File: config.mk
export PLATFORM = sky130hd
export DESIGN_NAME = slsc_top
export DESIGN_NICKNAME = d
export VERILOG_FILES = /design/src/slsc_pkg.sv /design/src/slsc_tx.sv /design/src/slsc_rx.sv /design/src/slsc_top.sv
export SDC_FILE = /design/constraint.sdc
export NUM_CORES = 1
export LEC_CHECK = 0
export ABC_AREA = 0
export BUFFER_PORTS_ARGS = -buffer_cell sky130_fd_sc_hd__buf_2
export CAP_MARGIN = 20
export CORE_ASPECT_RATIO = 0.7
export CORE_MARGIN = 1.5
export CORE_UTILIZATION = 45
export CTS_BUF_LIST = sky130_fd_sc_hd__clkbuf_16
export DETAILED_ROUTE_END_ITERATION = 16
export PLACE_DENSITY = 0.77
export SLEW_MARGIN = 25
export SYNTH_ARGS = -nofsm -noshare
export SYNTH_HDL_FRONTEND = slang
export SYNTH_SLANG_ARGS = --single-unit
File: constraint.sdc
create_clock -name mclk_in -period 2.5 [get_ports mclk_in]
set_input_delay 0.25 -clock mclk_in [delete_from_list [all_inputs] [get_ports mclk_in]]
set_output_delay 0.25 -clock mclk_in [all_outputs]
set_load 0.05 [all_outputs]
File: src/slsc_pkg.sv
// package: constants and types for the strap-configured serial line unit
package slsc_pkg;
  localparam int CLK_HZ     = 100_000_000;
  localparam int BAUD_SLOW  = 110;
  localparam int BAUD_FAST  = 300;
  localparam int OVERSAMPLE = 16;
  localparam int DIV_SLOW   = CLK_HZ / (BAUD_SLOW * OVERSAMPLE);
  localparam int DIV_FAST   = CLK_HZ / (BAUD_FAST * OVERSAMPLE);

  // 777560 and 777540 octal as byte addresses on the 18-bit bus
  localparam logic [17:0] BASE_DEFAULT = 18'h3FF70;
  localparam logic [17:0] OWN_BASE     = 18'h3FF60;
  localparam logic [6:0]  ADDR_FIXED   = 7'h7F;
  localparam logic [6:0]  VEC_FIXED_HI = 7'h00;
  localparam logic [2:0]  VEC_FIXED_LO = 3'h0;

  localparam logic [1:0] REG_RX_STAT  = 2'h0;
  localparam logic [1:0] REG_RX_DATA  = 2'h1;
  localparam logic [1:0] REG_TX_STAT  = 2'h2;
  localparam logic [1:0] REG_TX_DATA  = 2'h3;
  localparam logic [1:0] REG_IRQ_STAT = 2'h0;
  localparam logic [1:0] REG_IRQ_MASK = 2'h1;
  localparam logic [1:0] REG_LINE     = 2'h2;

  localparam int RX_DONE_BIT  = 7;
  localparam int TX_READY_BIT = 7;
  localparam int TX_BREAK_BIT = 0;
  localparam int LINE_ACT_BIT = 0;

  localparam int IRQ_RX   = 0;
  localparam int IRQ_TX   = 1;
  localparam int IRQ_LINE = 2;
  localparam int IRQ_ERR  = 3;
  localparam int IRQ_W    = 4;
  localparam logic [IRQ_W-1:0] IRQ_MASK_RST = 4'h0;

  localparam logic [2:0] TX_RATE_FAST  = 3'h4;
  localparam logic [2:0] RX_RATE_FAST  = 3'h3;
  localparam logic [1:0] TICK_ENABLED  = 2'h1;
  localparam logic [3:0] DATA_BITS_MAX = 4'h8;
  localparam logic [3:0] SUB_MID       = 4'h7;
  localparam logic [3:0] SUB_LAST      = 4'hF;

  // strap levels: 1 means the strap is on
  typedef struct packed {
    logic [7:0] addr;
    logic [5:0] vec;
    logic [2:0] tx_rate;
    logic [2:0] rx_rate;
    logic       brk;
    logic       par_sense;
    logic [1:0] len;
    logic       stop;
    logic       par_on;
    logic       err_rep;
    logic [1:0] tick;
  } slsc_strap_t;

  typedef enum logic [2:0] {ST_IDLE, ST_START, ST_DATA, ST_PAR, ST_STOP} slsc_line_state_t;
endpackage

File: src/slsc_tx.sv
// serial transmitter: one start bit, data lsb first, optional parity, stop bits
`timescale 1ns/10ps
module slsc_tx (
  input  wire logic       mclk_in,
  input  wire logic       srst_in,
  input  wire logic       tick_in,
  input  wire logic       start_in,
  input  wire logic [7:0] data_in,
  input  wire logic [3:0] nbits_in,
  input  wire logic       par_en_in,
  input  wire logic       par_odd_in,
  input  wire logic       two_stop_in,
  input  wire logic       brk_in,
  output logic            busy_out,
  output logic            txd_out
);
  import slsc_pkg::*;
  typedef struct packed {
    slsc_line_state_t st;
    logic [3:0] sub;
    logic [3:0] idx;
    logic [7:0] sh;
    logic par;
    logic two;
    logic line;
  } slsc_tx_reg_t;
  slsc_tx_reg_t q, n;

  always_comb begin
    n = q;
    if (srst_in) begin
      n = '0;
      n.st = ST_IDLE;
      n.line = 1'b1;
    end else if (q.st == ST_IDLE) begin
      n.line = ~brk_in; // break only shows between characters
      if (start_in) begin
        n.st = ST_START;
        n.line = 1'b0;
        n.sh = data_in;
        n.par = par_odd_in;
        n.sub = 4'h0;
        n.idx = 4'h0;
        n.two = two_stop_in;
      end
    end else if (tick_in) begin
      n.sub = q.sub + 4'h1;
      if (q.sub == SUB_LAST) begin
        case (q.st)
          ST_START, ST_DATA: begin
            if (q.st == ST_DATA && q.idx == nbits_in) begin
              n.st = par_en_in ? ST_PAR : ST_STOP;
              n.line = par_en_in ? q.par : 1'b1;
            end else begin
              n.st = ST_DATA;
              n.line = q.sh[0];
              n.par = q.par ^ q.sh[0];
              n.sh = {1'b0, q.sh[7:1]};
              n.idx = q.idx + 4'h1;
            end
          end
          ST_PAR: begin
            n.st = ST_STOP;
            n.line = 1'b1;
          end
          ST_STOP: begin
            if (q.two) n.two = 1'b0;
            else n.st = ST_IDLE;
          end
          default: n.st = ST_IDLE;
        endcase
      end
    end
  end

  always_ff @(posedge mclk_in) begin
    q <= n;
  end

  assign busy_out = (q.st != ST_IDLE);
  assign txd_out  = q.line;

  property p_start_low; @(posedge mclk_in) disable iff (srst_in)
    (q.st == ST_START) |-> !txd_out; endproperty
  a_start_low: assert property (p_start_low) else $error("start bit not low");
  property p_stop_high; @(posedge mclk_in) disable iff (srst_in)
    (q.st == ST_STOP) |-> txd_out; endproperty
  a_stop_high: assert property (p_stop_high) else $error("stop bit not high");
  property p_two_stop; @(posedge mclk_in) disable iff (srst_in)
    (q.st == ST_START && $past(q.st) == ST_IDLE) |-> q.two == $past(two_stop_in);
  endproperty
  a_two_stop: assert property (p_two_stop) else $error("stop count not latched");
endmodule // slsc_tx

File: src/slsc_rx.sv
// serial receiver: 16x oversampled, mid-bit sampling, parity and framing check
`timescale 1ns/10ps
module slsc_rx (
  input  wire logic       mclk_in,
  input  wire logic       srst_in,
  input  wire logic       tick_in,
  input  wire logic       rxd_in,
  input  wire logic [3:0] nbits_in,
  input  wire logic       par_en_in,
  input  wire logic       par_odd_in,
  output logic            done_out,
  output logic [7:0]      data_out,
  output logic            perr_out,
  output logic            ferr_out
);
  import slsc_pkg::*;
  typedef struct packed {
    slsc_line_state_t st;
    logic [3:0] sub;
    logic [3:0] idx;
    logic [7:0] sh;
    logic par;
    logic perr_acc;
    logic done;
    logic [7:0] data;
    logic perr;
    logic ferr;
  } slsc_rx_reg_t;
  slsc_rx_reg_t q, n;

  always_comb begin
    n = q;
    n.done = 1'b0;
    if (srst_in) begin
      n = '0;
      n.st = ST_IDLE;
    end else if (q.st == ST_IDLE) begin
      if (!rxd_in) begin
        n.st = ST_START;
        n.sub = 4'h0;
      end
    end else if (tick_in) begin
      n.sub = q.sub + 4'h1;
      case (q.st)
        ST_START: if (q.sub == SUB_MID) begin
          n.sub = 4'h0;
          n.idx = 4'h0;
          n.par = par_odd_in;
          n.perr_acc = 1'b0;
          n.st = rxd_in ? ST_IDLE : ST_DATA;
        end
        ST_DATA: if (q.sub == SUB_LAST) begin
          n.sh = {rxd_in, q.sh[7:1]};
          n.par = q.par ^ rxd_in;
          n.idx = q.idx + 4'h1;
          if (q.idx + 4'h1 == nbits_in) n.st = par_en_in ? ST_PAR : ST_STOP;
        end
        ST_PAR: if (q.sub == SUB_LAST) begin
          n.perr_acc = (rxd_in != q.par);
          n.st = ST_STOP;
        end
        ST_STOP: if (q.sub == SUB_LAST) begin
          n.done = 1'b1;
          n.ferr = ~rxd_in;
          n.perr = q.perr_acc;
          n.data = q.sh >> (DATA_BITS_MAX - nbits_in);
          n.st = ST_IDLE;
        end
        default: n.st = ST_IDLE;
      endcase
    end
  end

  always_ff @(posedge mclk_in) begin
    q <= n;
  end

  assign done_out = q.done;
  assign data_out = q.data;
  assign perr_out = q.perr;
  assign ferr_out = q.ferr;

  property p_no_par; @(posedge mclk_in) disable iff (srst_in)
    (q.st == ST_PAR) |-> par_en_in; endproperty
  a_no_par: assert property (p_no_par) else $error("parity slot without parity");
endmodule // slsc_rx

File: src/slsc_top.sv
// strap-configured serial line unit with line clock, Avalon-MM register slave
`timescale 1ns/10ps
module slsc_top #(
  parameter int DIV_SLOW_P = slsc_pkg::DIV_SLOW,
  parameter int DIV_FAST_P = slsc_pkg::DIV_FAST
) (
  input  wire logic        mclk_in,
  input  wire logic        srst_in,
  input  wire logic [17:0] avs_address_in,
  input  wire logic        avs_read_in,
  input  wire logic        avs_write_in,
  input  wire logic [15:0] avs_writedata_in,
  input  wire logic [1:0]  avs_byteenable_in,
  output logic [15:0]      avs_readdata_out,
  output logic             avs_waitrequest_out,
  output logic             irq_out,
  output logic [15:0]      irq_vector_out,
  output logic             line_clock_active_out,
  input  wire logic        rxd_in,
  output logic             txd_out,
  input  wire logic        line_freq_in,
  input  wire logic [7:0]  addr_strap_in,
  input  wire logic [5:0]  vector_strap_in,
  input  wire logic        tx_rate_strap_a_in,
  input  wire logic        tx_rate_strap_b_in,
  input  wire logic        tx_rate_strap_c_in,
  input  wire logic        rx_rate_strap_a_in,
  input  wire logic        rx_rate_strap_b_in,
  input  wire logic        rx_rate_strap_c_in,
  input  wire logic        break_allow_strap_in,
  input  wire logic        parity_sense_strap_in,
  input  wire logic        char_length_strap_a_in,
  input  wire logic        char_length_strap_b_in,
  input  wire logic        stop_count_strap_in,
  input  wire logic        parity_on_strap_in,
  input  wire logic        error_report_strap_in,
  input  wire logic        line_tick_strap_a_in,
  input  wire logic        line_tick_strap_b_in
);
  import slsc_pkg::*;

  typedef struct packed {
    slsc_strap_t s1;
    slsc_strap_t s2;
    logic        rxd1;
    logic        rxd2;
    logic        lf1;
    logic        lf2;
    logic        lf_prev;
    logic [15:0] txc;
    logic [15:0] rxc;
    logic        tick_tx;
    logic        tick_rx;
    logic        ack;
    logic [15:0] rdata;
    logic        rd_clr;
    logic        rx_done;
    logic        rx_ovr;
    logic        rx_ferr;
    logic        rx_perr;
    logic [7:0]  rx_data;
    logic        tx_break;
    logic        tx_start;
    logic [7:0]  tx_data;
    logic        tx_busy_d;
    logic [IRQ_W-1:0] irq_stat;
    logic [IRQ_W-1:0] irq_mask;
  } slsc_top_reg_t;

  slsc_top_reg_t q, n;
  slsc_strap_t   strap_raw;
  logic [17:0]   base;
  logic          dev_hit;
  logic          own_hit;
  logic [1:0]    idx;
  logic          req;
  logic          line_active;
  logic          tx_fast;
  logic          rx_fast;
  logic [15:0]   tx_reload;
  logic [15:0]   rx_reload;
  logic [3:0]    nbits;
  logic          tx_busy;
  logic          tx_ready;
  logic          brk_eff;
  logic          rx_done_p;
  logic [7:0]    rx_byte;
  logic          rx_perr_p;
  logic          rx_ferr_p;
  logic [15:0]   rd_mux;
  logic [IRQ_W-1:0] irq_ev;
  logic          line_edge;

  // strap pins gathered into one struct so both sync stages share a type
  always_comb begin
    strap_raw.addr      = addr_strap_in;
    strap_raw.vec       = vector_strap_in;
    strap_raw.tx_rate   = {tx_rate_strap_a_in, tx_rate_strap_b_in, tx_rate_strap_c_in};
    strap_raw.rx_rate   = {rx_rate_strap_a_in, rx_rate_strap_b_in, rx_rate_strap_c_in};
    strap_raw.brk       = break_allow_strap_in;
    strap_raw.par_sense = parity_sense_strap_in;
    strap_raw.len       = {char_length_strap_b_in, char_length_strap_a_in};
    strap_raw.stop      = stop_count_strap_in;
    strap_raw.par_on    = parity_on_strap_in;
    strap_raw.err_rep   = error_report_strap_in;
    strap_raw.tick      = {line_tick_strap_a_in, line_tick_strap_b_in};
  end

  // a strap that is on pulls its address bit to 0
  assign base = {ADDR_FIXED, ~q.s2.addr, 3'h0};
  assign req = avs_read_in | avs_write_in;
  assign idx = avs_address_in[2:1];
  assign dev_hit = (avs_address_in[17:3] == base[17:3]);
  // if the straps move the base onto the own block, the serial registers win
  assign own_hit = !dev_hit && (avs_address_in[17:3] == OWN_BASE[17:3]);

  assign line_active = (q.s2.tick == TICK_ENABLED) && (base == BASE_DEFAULT);
  // line frequency is slow, so one edge detect after the sync suffices
  assign line_edge = q.lf2 && !q.lf_prev;

  // unrecognised rate patterns fall back to 110 baud
  assign tx_fast = (q.s2.tx_rate == TX_RATE_FAST);
  assign rx_fast = (q.s2.rx_rate == RX_RATE_FAST);
  assign tx_reload = tx_fast ? 16'(DIV_FAST_P - 1) : 16'(DIV_SLOW_P - 1);
  assign rx_reload = rx_fast ? 16'(DIV_FAST_P - 1) : 16'(DIV_SLOW_P - 1);

  // each length strap step removes data bits, counting down from eight
  assign nbits = DATA_BITS_MAX - {2'b00, q.s2.len};
  assign brk_eff = q.tx_break && q.s2.brk;
  // a queued start counts as busy, so a second write cannot overrun it
  assign tx_ready = !tx_busy && !q.tx_start;

  always_comb begin
    // unmapped offsets read as zero
    rd_mux = 16'h0000;
    if (dev_hit) begin
      case (idx)
        REG_RX_STAT: rd_mux[RX_DONE_BIT] = q.rx_done;
        REG_RX_DATA: begin
          rd_mux[7:0] = q.rx_data;
          if (q.s2.err_rep) begin
            rd_mux[15:12] = {q.rx_ovr | q.rx_ferr | q.rx_perr, q.rx_ovr, q.rx_ferr, q.rx_perr};
          end
        end
        REG_TX_STAT: begin
          rd_mux[TX_READY_BIT] = tx_ready;
          rd_mux[TX_BREAK_BIT] = q.tx_break;
        end
        default: rd_mux = 16'h0000;
      endcase
    end else if (own_hit) begin
      case (idx)
        REG_IRQ_STAT: rd_mux[IRQ_W-1:0] = q.irq_stat;
        REG_IRQ_MASK: rd_mux[IRQ_W-1:0] = q.irq_mask;
        REG_LINE:     rd_mux[LINE_ACT_BIT] = line_active;
        default:      rd_mux = 16'h0000;
      endcase
    end
  end

  always_comb begin
    // one-cycle event pulses; the sticky status bits keep them
    irq_ev = '0;
    irq_ev[IRQ_RX] = rx_done_p;
    irq_ev[IRQ_TX] = q.tx_busy_d && !tx_busy;
    irq_ev[IRQ_LINE] = line_edge && line_active;
    irq_ev[IRQ_ERR] = rx_done_p && (rx_perr_p || rx_ferr_p || q.rx_done);
  end

  always_comb begin
    n = q;
    // every strap and the rxd and line frequency pins pass two flops before any decode reads them; bus pins are decoded directly
    n.s1 = strap_raw;
    n.s2 = q.s1;
    n.rxd1 = rxd_in;
    n.rxd2 = q.rxd1;
    n.lf1 = line_freq_in;
    n.lf2 = q.lf1;
    n.lf_prev = q.lf2;
    n.tx_busy_d = tx_busy;
    n.tx_start = 1'b0;
    // free-running dividers: a start is not tick aligned, so its first bit
    // may run one tick short; cheaper than restarting the divider
    n.tick_tx = (q.txc == 16'h0000);
    n.tick_rx = (q.rxc == 16'h0000);
    n.txc = n.tick_tx ? tx_reload : q.txc - 16'h0001;
    n.rxc = n.tick_rx ? rx_reload : q.rxc - 16'h0001;
    // the request is held by the master, so one wait cycle suffices
    n.ack = req && !q.ack;
    if (req && !q.ack) begin
      n.rdata = avs_read_in ? rd_mux : 16'h0000;
      n.rd_clr = avs_read_in && dev_hit && (idx == REG_RX_DATA);
    end
    // the clear lands on the accepting edge; a new character then wins
    if (q.rd_clr && req && q.ack) begin
      n.rx_done = 1'b0;
      n.rd_clr = 1'b0;
    end
    // writes act only on the edge that sees waitrequest low
    if (avs_write_in && q.ack && avs_byteenable_in[0]) begin
      if (dev_hit && idx == REG_TX_STAT) n.tx_break = avs_writedata_in[TX_BREAK_BIT];
      if (dev_hit && idx == REG_TX_DATA && tx_ready) begin
        n.tx_data = avs_writedata_in[7:0];
        n.tx_start = 1'b1;
      end
      if (own_hit && idx == REG_IRQ_MASK) n.irq_mask = avs_writedata_in[IRQ_W-1:0];
    end
    // set wins over the write-one clear
    n.irq_stat = q.irq_stat;
    if (avs_write_in && q.ack && avs_byteenable_in[0] && own_hit && idx == REG_IRQ_STAT) begin
      n.irq_stat = q.irq_stat & ~avs_writedata_in[IRQ_W-1:0];
    end
    n.irq_stat = n.irq_stat | irq_ev;
    // an unread character is replaced and reported as overrun
    if (rx_done_p) begin
      n.rx_ovr = q.rx_done;
      n.rx_done = 1'b1;
      n.rx_data = rx_byte;
      n.rx_perr = rx_perr_p;
      n.rx_ferr = rx_ferr_p;
    end
    // reset last so it overrides every update; the rx sync idles high
    if (srst_in) begin
      n = '0;
      n.rxd1 = 1'b1;
      n.rxd2 = 1'b1;
      n.irq_mask = IRQ_MASK_RST;
    end
  end

  always_ff @(posedge mclk_in) begin
    q <= n;
  end

  // both line engines share the length and parity straps
  slsc_tx u_tx (
    .mclk_in     (mclk_in),
    .srst_in     (srst_in),
    .tick_in     (q.tick_tx),
    .start_in    (q.tx_start),
    .data_in     (q.tx_data),
    .nbits_in    (nbits),
    .par_en_in   (q.s2.par_on),
    .par_odd_in  (q.s2.par_sense),
    .two_stop_in (!q.s2.stop),
    .brk_in      (brk_eff),
    .busy_out    (tx_busy),
    .txd_out     (txd_out)
  );

  slsc_rx u_rx (
    .mclk_in    (mclk_in),
    .srst_in    (srst_in),
    .tick_in    (q.tick_rx),
    .rxd_in     (q.rxd2),
    .nbits_in   (nbits),
    .par_en_in  (q.s2.par_on),
    .par_odd_in (q.s2.par_sense),
    .done_out   (rx_done_p),
    .data_out   (rx_byte),
    .perr_out   (rx_perr_p),
    .ferr_out   (rx_ferr_p)
  );

  assign avs_readdata_out = q.rdata;
  assign avs_waitrequest_out = req && !q.ack;
  assign irq_out = |(q.irq_stat & q.irq_mask);
  assign irq_vector_out = {VEC_FIXED_HI, q.s2.vec, VEC_FIXED_LO};
  assign line_clock_active_out = line_active;

  // bus and decode checks
  property p_tx_go; @(posedge mclk_in) disable iff (srst_in)
    (avs_write_in && q.ack && dev_hit && idx == REG_TX_DATA && tx_ready && avs_byteenable_in[0])
    |-> ##[1:2] tx_busy; endproperty
  a_tx_go: assert property (p_tx_go) else $error("data write did not start transmit");
  property p_top_page; @(posedge mclk_in) disable iff (srst_in)
    (avs_write_in && !avs_address_in[17]) |=> !q.tx_start; endproperty
  a_top_page: assert property (p_top_page) else $error("access outside top page selected");
  property p_unmapped; @(posedge mclk_in) disable iff (srst_in)
    (avs_read_in && !dev_hit && !own_hit && !q.ack) |=> avs_readdata_out == 16'h0000;
  endproperty
  a_unmapped: assert property (p_unmapped) else $error("unmapped read not zero");
  // strap decode checks and the bus answer check
  property p_vec; @(posedge mclk_in) disable iff (srst_in)
    irq_vector_out[2:0] == 3'h0 && irq_vector_out[15:9] == 7'h00; endproperty
  a_vec: assert property (p_vec) else $error("fixed vector bits wrong");
  property p_line_gate; @(posedge mclk_in) disable iff (srst_in)
    $rose(q.irq_stat[IRQ_LINE]) |-> $past(base) == BASE_DEFAULT; endproperty
  a_line_gate: assert property (p_line_gate) else $error("line tick at other base");
  property p_line_straps; @(posedge mclk_in) disable iff (srst_in)
    line_clock_active_out |-> !q.s2.tick[1] && q.s2.tick[0]; endproperty
  a_line_straps: assert property (p_line_straps) else $error("line clock wrong straps");
  property p_rate; @(posedge mclk_in) disable iff (srst_in)
    (q.tick_tx && $past(tx_fast)) |-> q.txc == 16'(DIV_FAST_P - 1); endproperty
  a_rate: assert property (p_rate) else $error("tx divider wrong for fast rate");
  property p_no_break; @(posedge mclk_in) disable iff (srst_in)
    (!q.s2.brk && $past(!q.s2.brk) && !tx_busy && $past(!tx_busy)) |-> txd_out; endproperty
  a_no_break: assert property (p_no_break) else $error("break sent while disallowed");
  property p_len8; @(posedge mclk_in) disable iff (srst_in)
    (q.s2.len == 2'h0) |-> nbits == 4'h8; endproperty
  a_len8: assert property (p_len8) else $error("default length not eight");
  property p_err_hide; @(posedge mclk_in) disable iff (srst_in)
    (avs_read_in && dev_hit && idx == REG_RX_DATA && !q.ack && !q.s2.err_rep)
    |=> avs_readdata_out[15:12] == 4'h0; endproperty
  a_err_hide: assert property (p_err_hide) else $error("error bits shown while off");
  property p_answer; @(posedge mclk_in) disable iff (srst_in)
    (req && !q.ack) |=> !avs_waitrequest_out; endproperty
  a_answer: assert property (p_answer) else $error("no answer after one wait cycle");

  property p_hit_page; @(posedge mclk_in) disable iff (srst_in)
    (dev_hit || own_hit) |-> (&avs_address_in[17:11]); endproperty
  a_hit_page: assert property (p_hit_page) else $error("selected outside top page");

  property p_rx_clear; @(posedge mclk_in) disable iff (srst_in)
    (q.rd_clr && avs_read_in && q.ack && !rx_done_p) |=> !q.rx_done; endproperty
  a_rx_clear: assert property (p_rx_clear) else $error("data read left rx done set");

  property p_tick_off; @(posedge mclk_in) disable iff (srst_in)
    irq_ev[IRQ_LINE] |-> q.s2.tick == TICK_ENABLED; endproperty
  a_tick_off: assert property (p_tick_off) else $error("line tick while disabled");

  property p_one_wait; @(posedge mclk_in) disable iff (srst_in)
    q.ack |=> !q.ack; endproperty
  a_one_wait: assert property (p_one_wait) else $error("acknowledge held two cycles");

  c_rx: cover property (@(posedge mclk_in) disable iff (srst_in) rx_done_p);
  c_tx: cover property (@(posedge mclk_in) disable iff (srst_in) irq_ev[IRQ_TX]);
  c_line: cover property (@(posedge mclk_in) disable iff (srst_in) irq_ev[IRQ_LINE]);
  c_irq: cover property (@(posedge mclk_in) disable iff (srst_in) $rose(irq_out));
  c_break: cover property (@(posedge mclk_in) disable iff (srst_in) brk_eff && !tx_busy);
endmodule // slsc_top

==> results.yml <==
worst_setup_path:
  critical_path_class: "register to primary output"
  regToRegStartpoint: "u_tx.q[21]"
  regToRegEndpoint: "u_tx.q[11]"
  critPathLaunch: "q[112]"
  arrival_ps: 2200
  cp-end-kind: "primary output"
  required_ps: 2250
  endpoint: "line_clock_active_out"
  start_kind: "register"
  crit_fanout: 3
  r2r_setup_slack_ps: 320
  worst-r2r-cell-count: 5
floorplan:
  rows: 41
  design.die.area_mm2: 0.0193
  ios: 107
  start_util_pct: 46.0
  die_width_um: 165
  die_h_um: 117
  coreArea_mm2: 0.0181
timing:
  min_period_ps: 2450
  slew_headroom_pct: 52.3
  setup_viol: 0
  drv_slew: 0
  clock_skew_ps: 12.6
  setup_tns_ps: 0
  rsz0062_at_grt: "false"
  hold_viol: 0
  min_period_over_period_pct: 97.9
  fmax_mhz: 409
  tightest_slew_ps: 714
routing:
  postRouteAntennaNets: 0
  num_vias: 6350
  via_per_inst: 5.27
  avgRoutedWirePerCell_um: 14.1
  routed_wl_um: 17000
  drtIter0Drc: 475
  first_pass_iters: 7
  route.detailed.drc: 0
power_and_ir_drop:
  combPwrFrac_pct: 19.0
  p_seq_share_pct: 46.0
  intPower_mw: 5.42
  p_per_area_mw_per_mm2: 827
  p_switching_mw: 2.40
  switching_share_pct: 30.7
  peakVddDrop_mv: 0.476
  p_leak_nw: 3.72
  p_clk_share_pct: 34.9
synthesis:
  ys_top_cells_by_count: "196 x dfxtp_1, 95 x nor2_1, 72 x nand2_1, 70 x nor2b_1, 46 x a21oi_1"
  synth_cell_types: 68
  synth_top_area_share_pct: 47.3
  synth_edf_count: 0
  synth_area_per_cell_um2: 9.24
  syn_area_mm2: 0.00830
  synth.most_common_cell: "dfxtp_1"
  yosysSeqAreaShare_pct: 47.3
  synth.area.top_cells: "dfxtp_1 47%, nor2b_1 5.3%, mux2i_1 4.5%, nor2_1 4.3%, nand2_1 3.3%"
  ys.flop_type: "dfxtp_1"
  ys_async_sr_fraction_pct: 0
  synth_seq_cells: 196
  postSynthCellCount: 898
  synth_warnings: 0
  yosys.area.top_type: "dfxtp_1"
worst_hold_path:
  hp-class: "input port to register"
  min_path_cells: 2
  min_from: "vector_strap_in[4]"
place:
  hpwlAfterDp_um: 11800
  place.gp.congestion: 0.844
  place_inst: 1172
  port_buffers: 82
global_route:
  grt_pass1_vias: 5732
  grt_usage_pct: 18.3
  grt_max_degree: 111
  grt_pass1_wl_um: 28100
  overflow: 0
  antenna_found_initial: 0
finish:
  areaGrowthSynthToFinish_pct: 13.9
  layout.nets: 1042
  antenna_cells: 0
  drive_above_1_share_pct: 16.1
  fin_cells: 1205
cts:
  clkSinkCount: 196
  clk_latency_ps: 430
  cts_tree: "done"
  cts.reportedPaths.clkPinSlew_ps: 80
  cts_root_buf: "clkbuf_16"
  cts-buffers-inserted: 17
  cts_max_level: 4
  cts_setup_buffers: 0
  clk_path_buf_depth: 2
job:
  cap_viol_max_count: 0
status:
  outcome: "finished, final reports clean"
-- per-stage QoR --
stage,util (%),setup slack [ps],area [µm²],total power [mW],hold WS [ps]
2_1_floorplan,-,44.7,8360,4.81,354
6_report,52.3,53.5,9450,7.82,18.7
3_5_place_dp,48.9,358,8820,5.13,420
4_1_cts,52.3,46.7,9450,7.87,6.96
5_1_grt,52.3,10.4,9450,8.20,15.2
3_3_place_gp,48.9,404,8820,5.08,416
-- worst min-delay path by stage --
stage / end
floorplan: q[87]
global placement: q[100]
detailed placement: q[109]
CTS: q[138]
global route: q[139]
finish: q[136]
-- flip-flops by register name, indices dropped and copies added (netlist names) --
signal / cells
q: 124
u_rx.q: 21
u_tx.q: 21
avs_readdata_out: 12
u_rx.data_out: 8
irq_vector_out: 6
u_rx.done_out: 1
u_rx.ferr_out: 1
u_rx.perr_out: 1
u_tx.txd_out: 1
-- worst max-delay path, stage by stage, from the launching register on --
cell and delay, ps:
dfxtp_1 320, or4b_2 700, nor4_4 400, clkbuf_4 330
-- power groups by stage --
stage / sequential [mW] / combinational, mW / clock [mW]
2_1_floorplan: 3.61 / 1.19 / 0
3_3_place_gp: 3.65 / 1.43 / 0
3_5_place_dp: 3.66 / 1.47 / 0
4_1_cts: 3.60 / 1.49 / 2.78
5_1_grt: 3.64 / 1.66 / 2.91
6_report: 3.60 / 1.49 / 2.73
-- cell usage in the layout, fill, tap and decap left out, types with 6 or more instances in the layout --
cell type,count
dfxtp_1,196
nor2_1,95
buf_2,80
nand2_1,72
nor2b_1,70
a21oi_1,46
mux2i_1,37
o21ai_0,32
nand3_1,22
xnor2_1,21
buf_4,21
xor2_1,20
clkbuf_16,17
ha_1,15
inv_1,14
conb_1,14
nor3_1,13
or3_1,12
a22o_1,11
nand4_1,9
a311oi_1,9
nor4_1,8
and3_1,8
a32oi_1,7
nor3b_1,7
clkinv_8,7
nand3b_1,6
-- layer usage --
layer / vias to the layer above / wire length, µm / GRT usage [%]
met5: - / 0 / 0
met4: 0 / 184 / 5.06
met3: 15 / 1150 / 4.90
met2: 188 / 7200 / 26.8
met1: 2934 / 8500 / 26.4
li1: 3213 / - / -
-- area by class of cell --
| cell class | instances | area [µm²] |
|---|---|---|
| multi-input combinational | 624 | 3970 |
| clock buffer | 17 | 425 |
| timing repair buffer | 104 | 596 |
| fill | 1610 | 8610 |
| tap | 236 | 295 |
| sequential | 196 | 3920 |
| clock inverter | 15 | 188 |
| inverter | 13 | 48.8 |
-- timing repair --
action | in CTS | in global routing
endpoints found under the hold margin | 1 | 0
endpoints found under the setup margin | 0 | 1
hold buffers | 1 | 0
gates resized for setup | 0 | 1
-- cells by family after synthesis --
| logic type | count (synthesis) | synth area share, % |
|---|---|---|
| simple gates | 363 | 23.1 |
| flops | 196 | 47.3 |
| compound gates | 151 | 12.0 |
| buf+inv | 91 | 5.65 |
| xor+xnor | 41 | 4.33 |
| mux | 40 | 5.28 |
| fa+ha+maj | 15 | 2.26 |
| other cells | 1 | 0.0452 |
No activity file was read; power rests on OpenSTA's default activity.
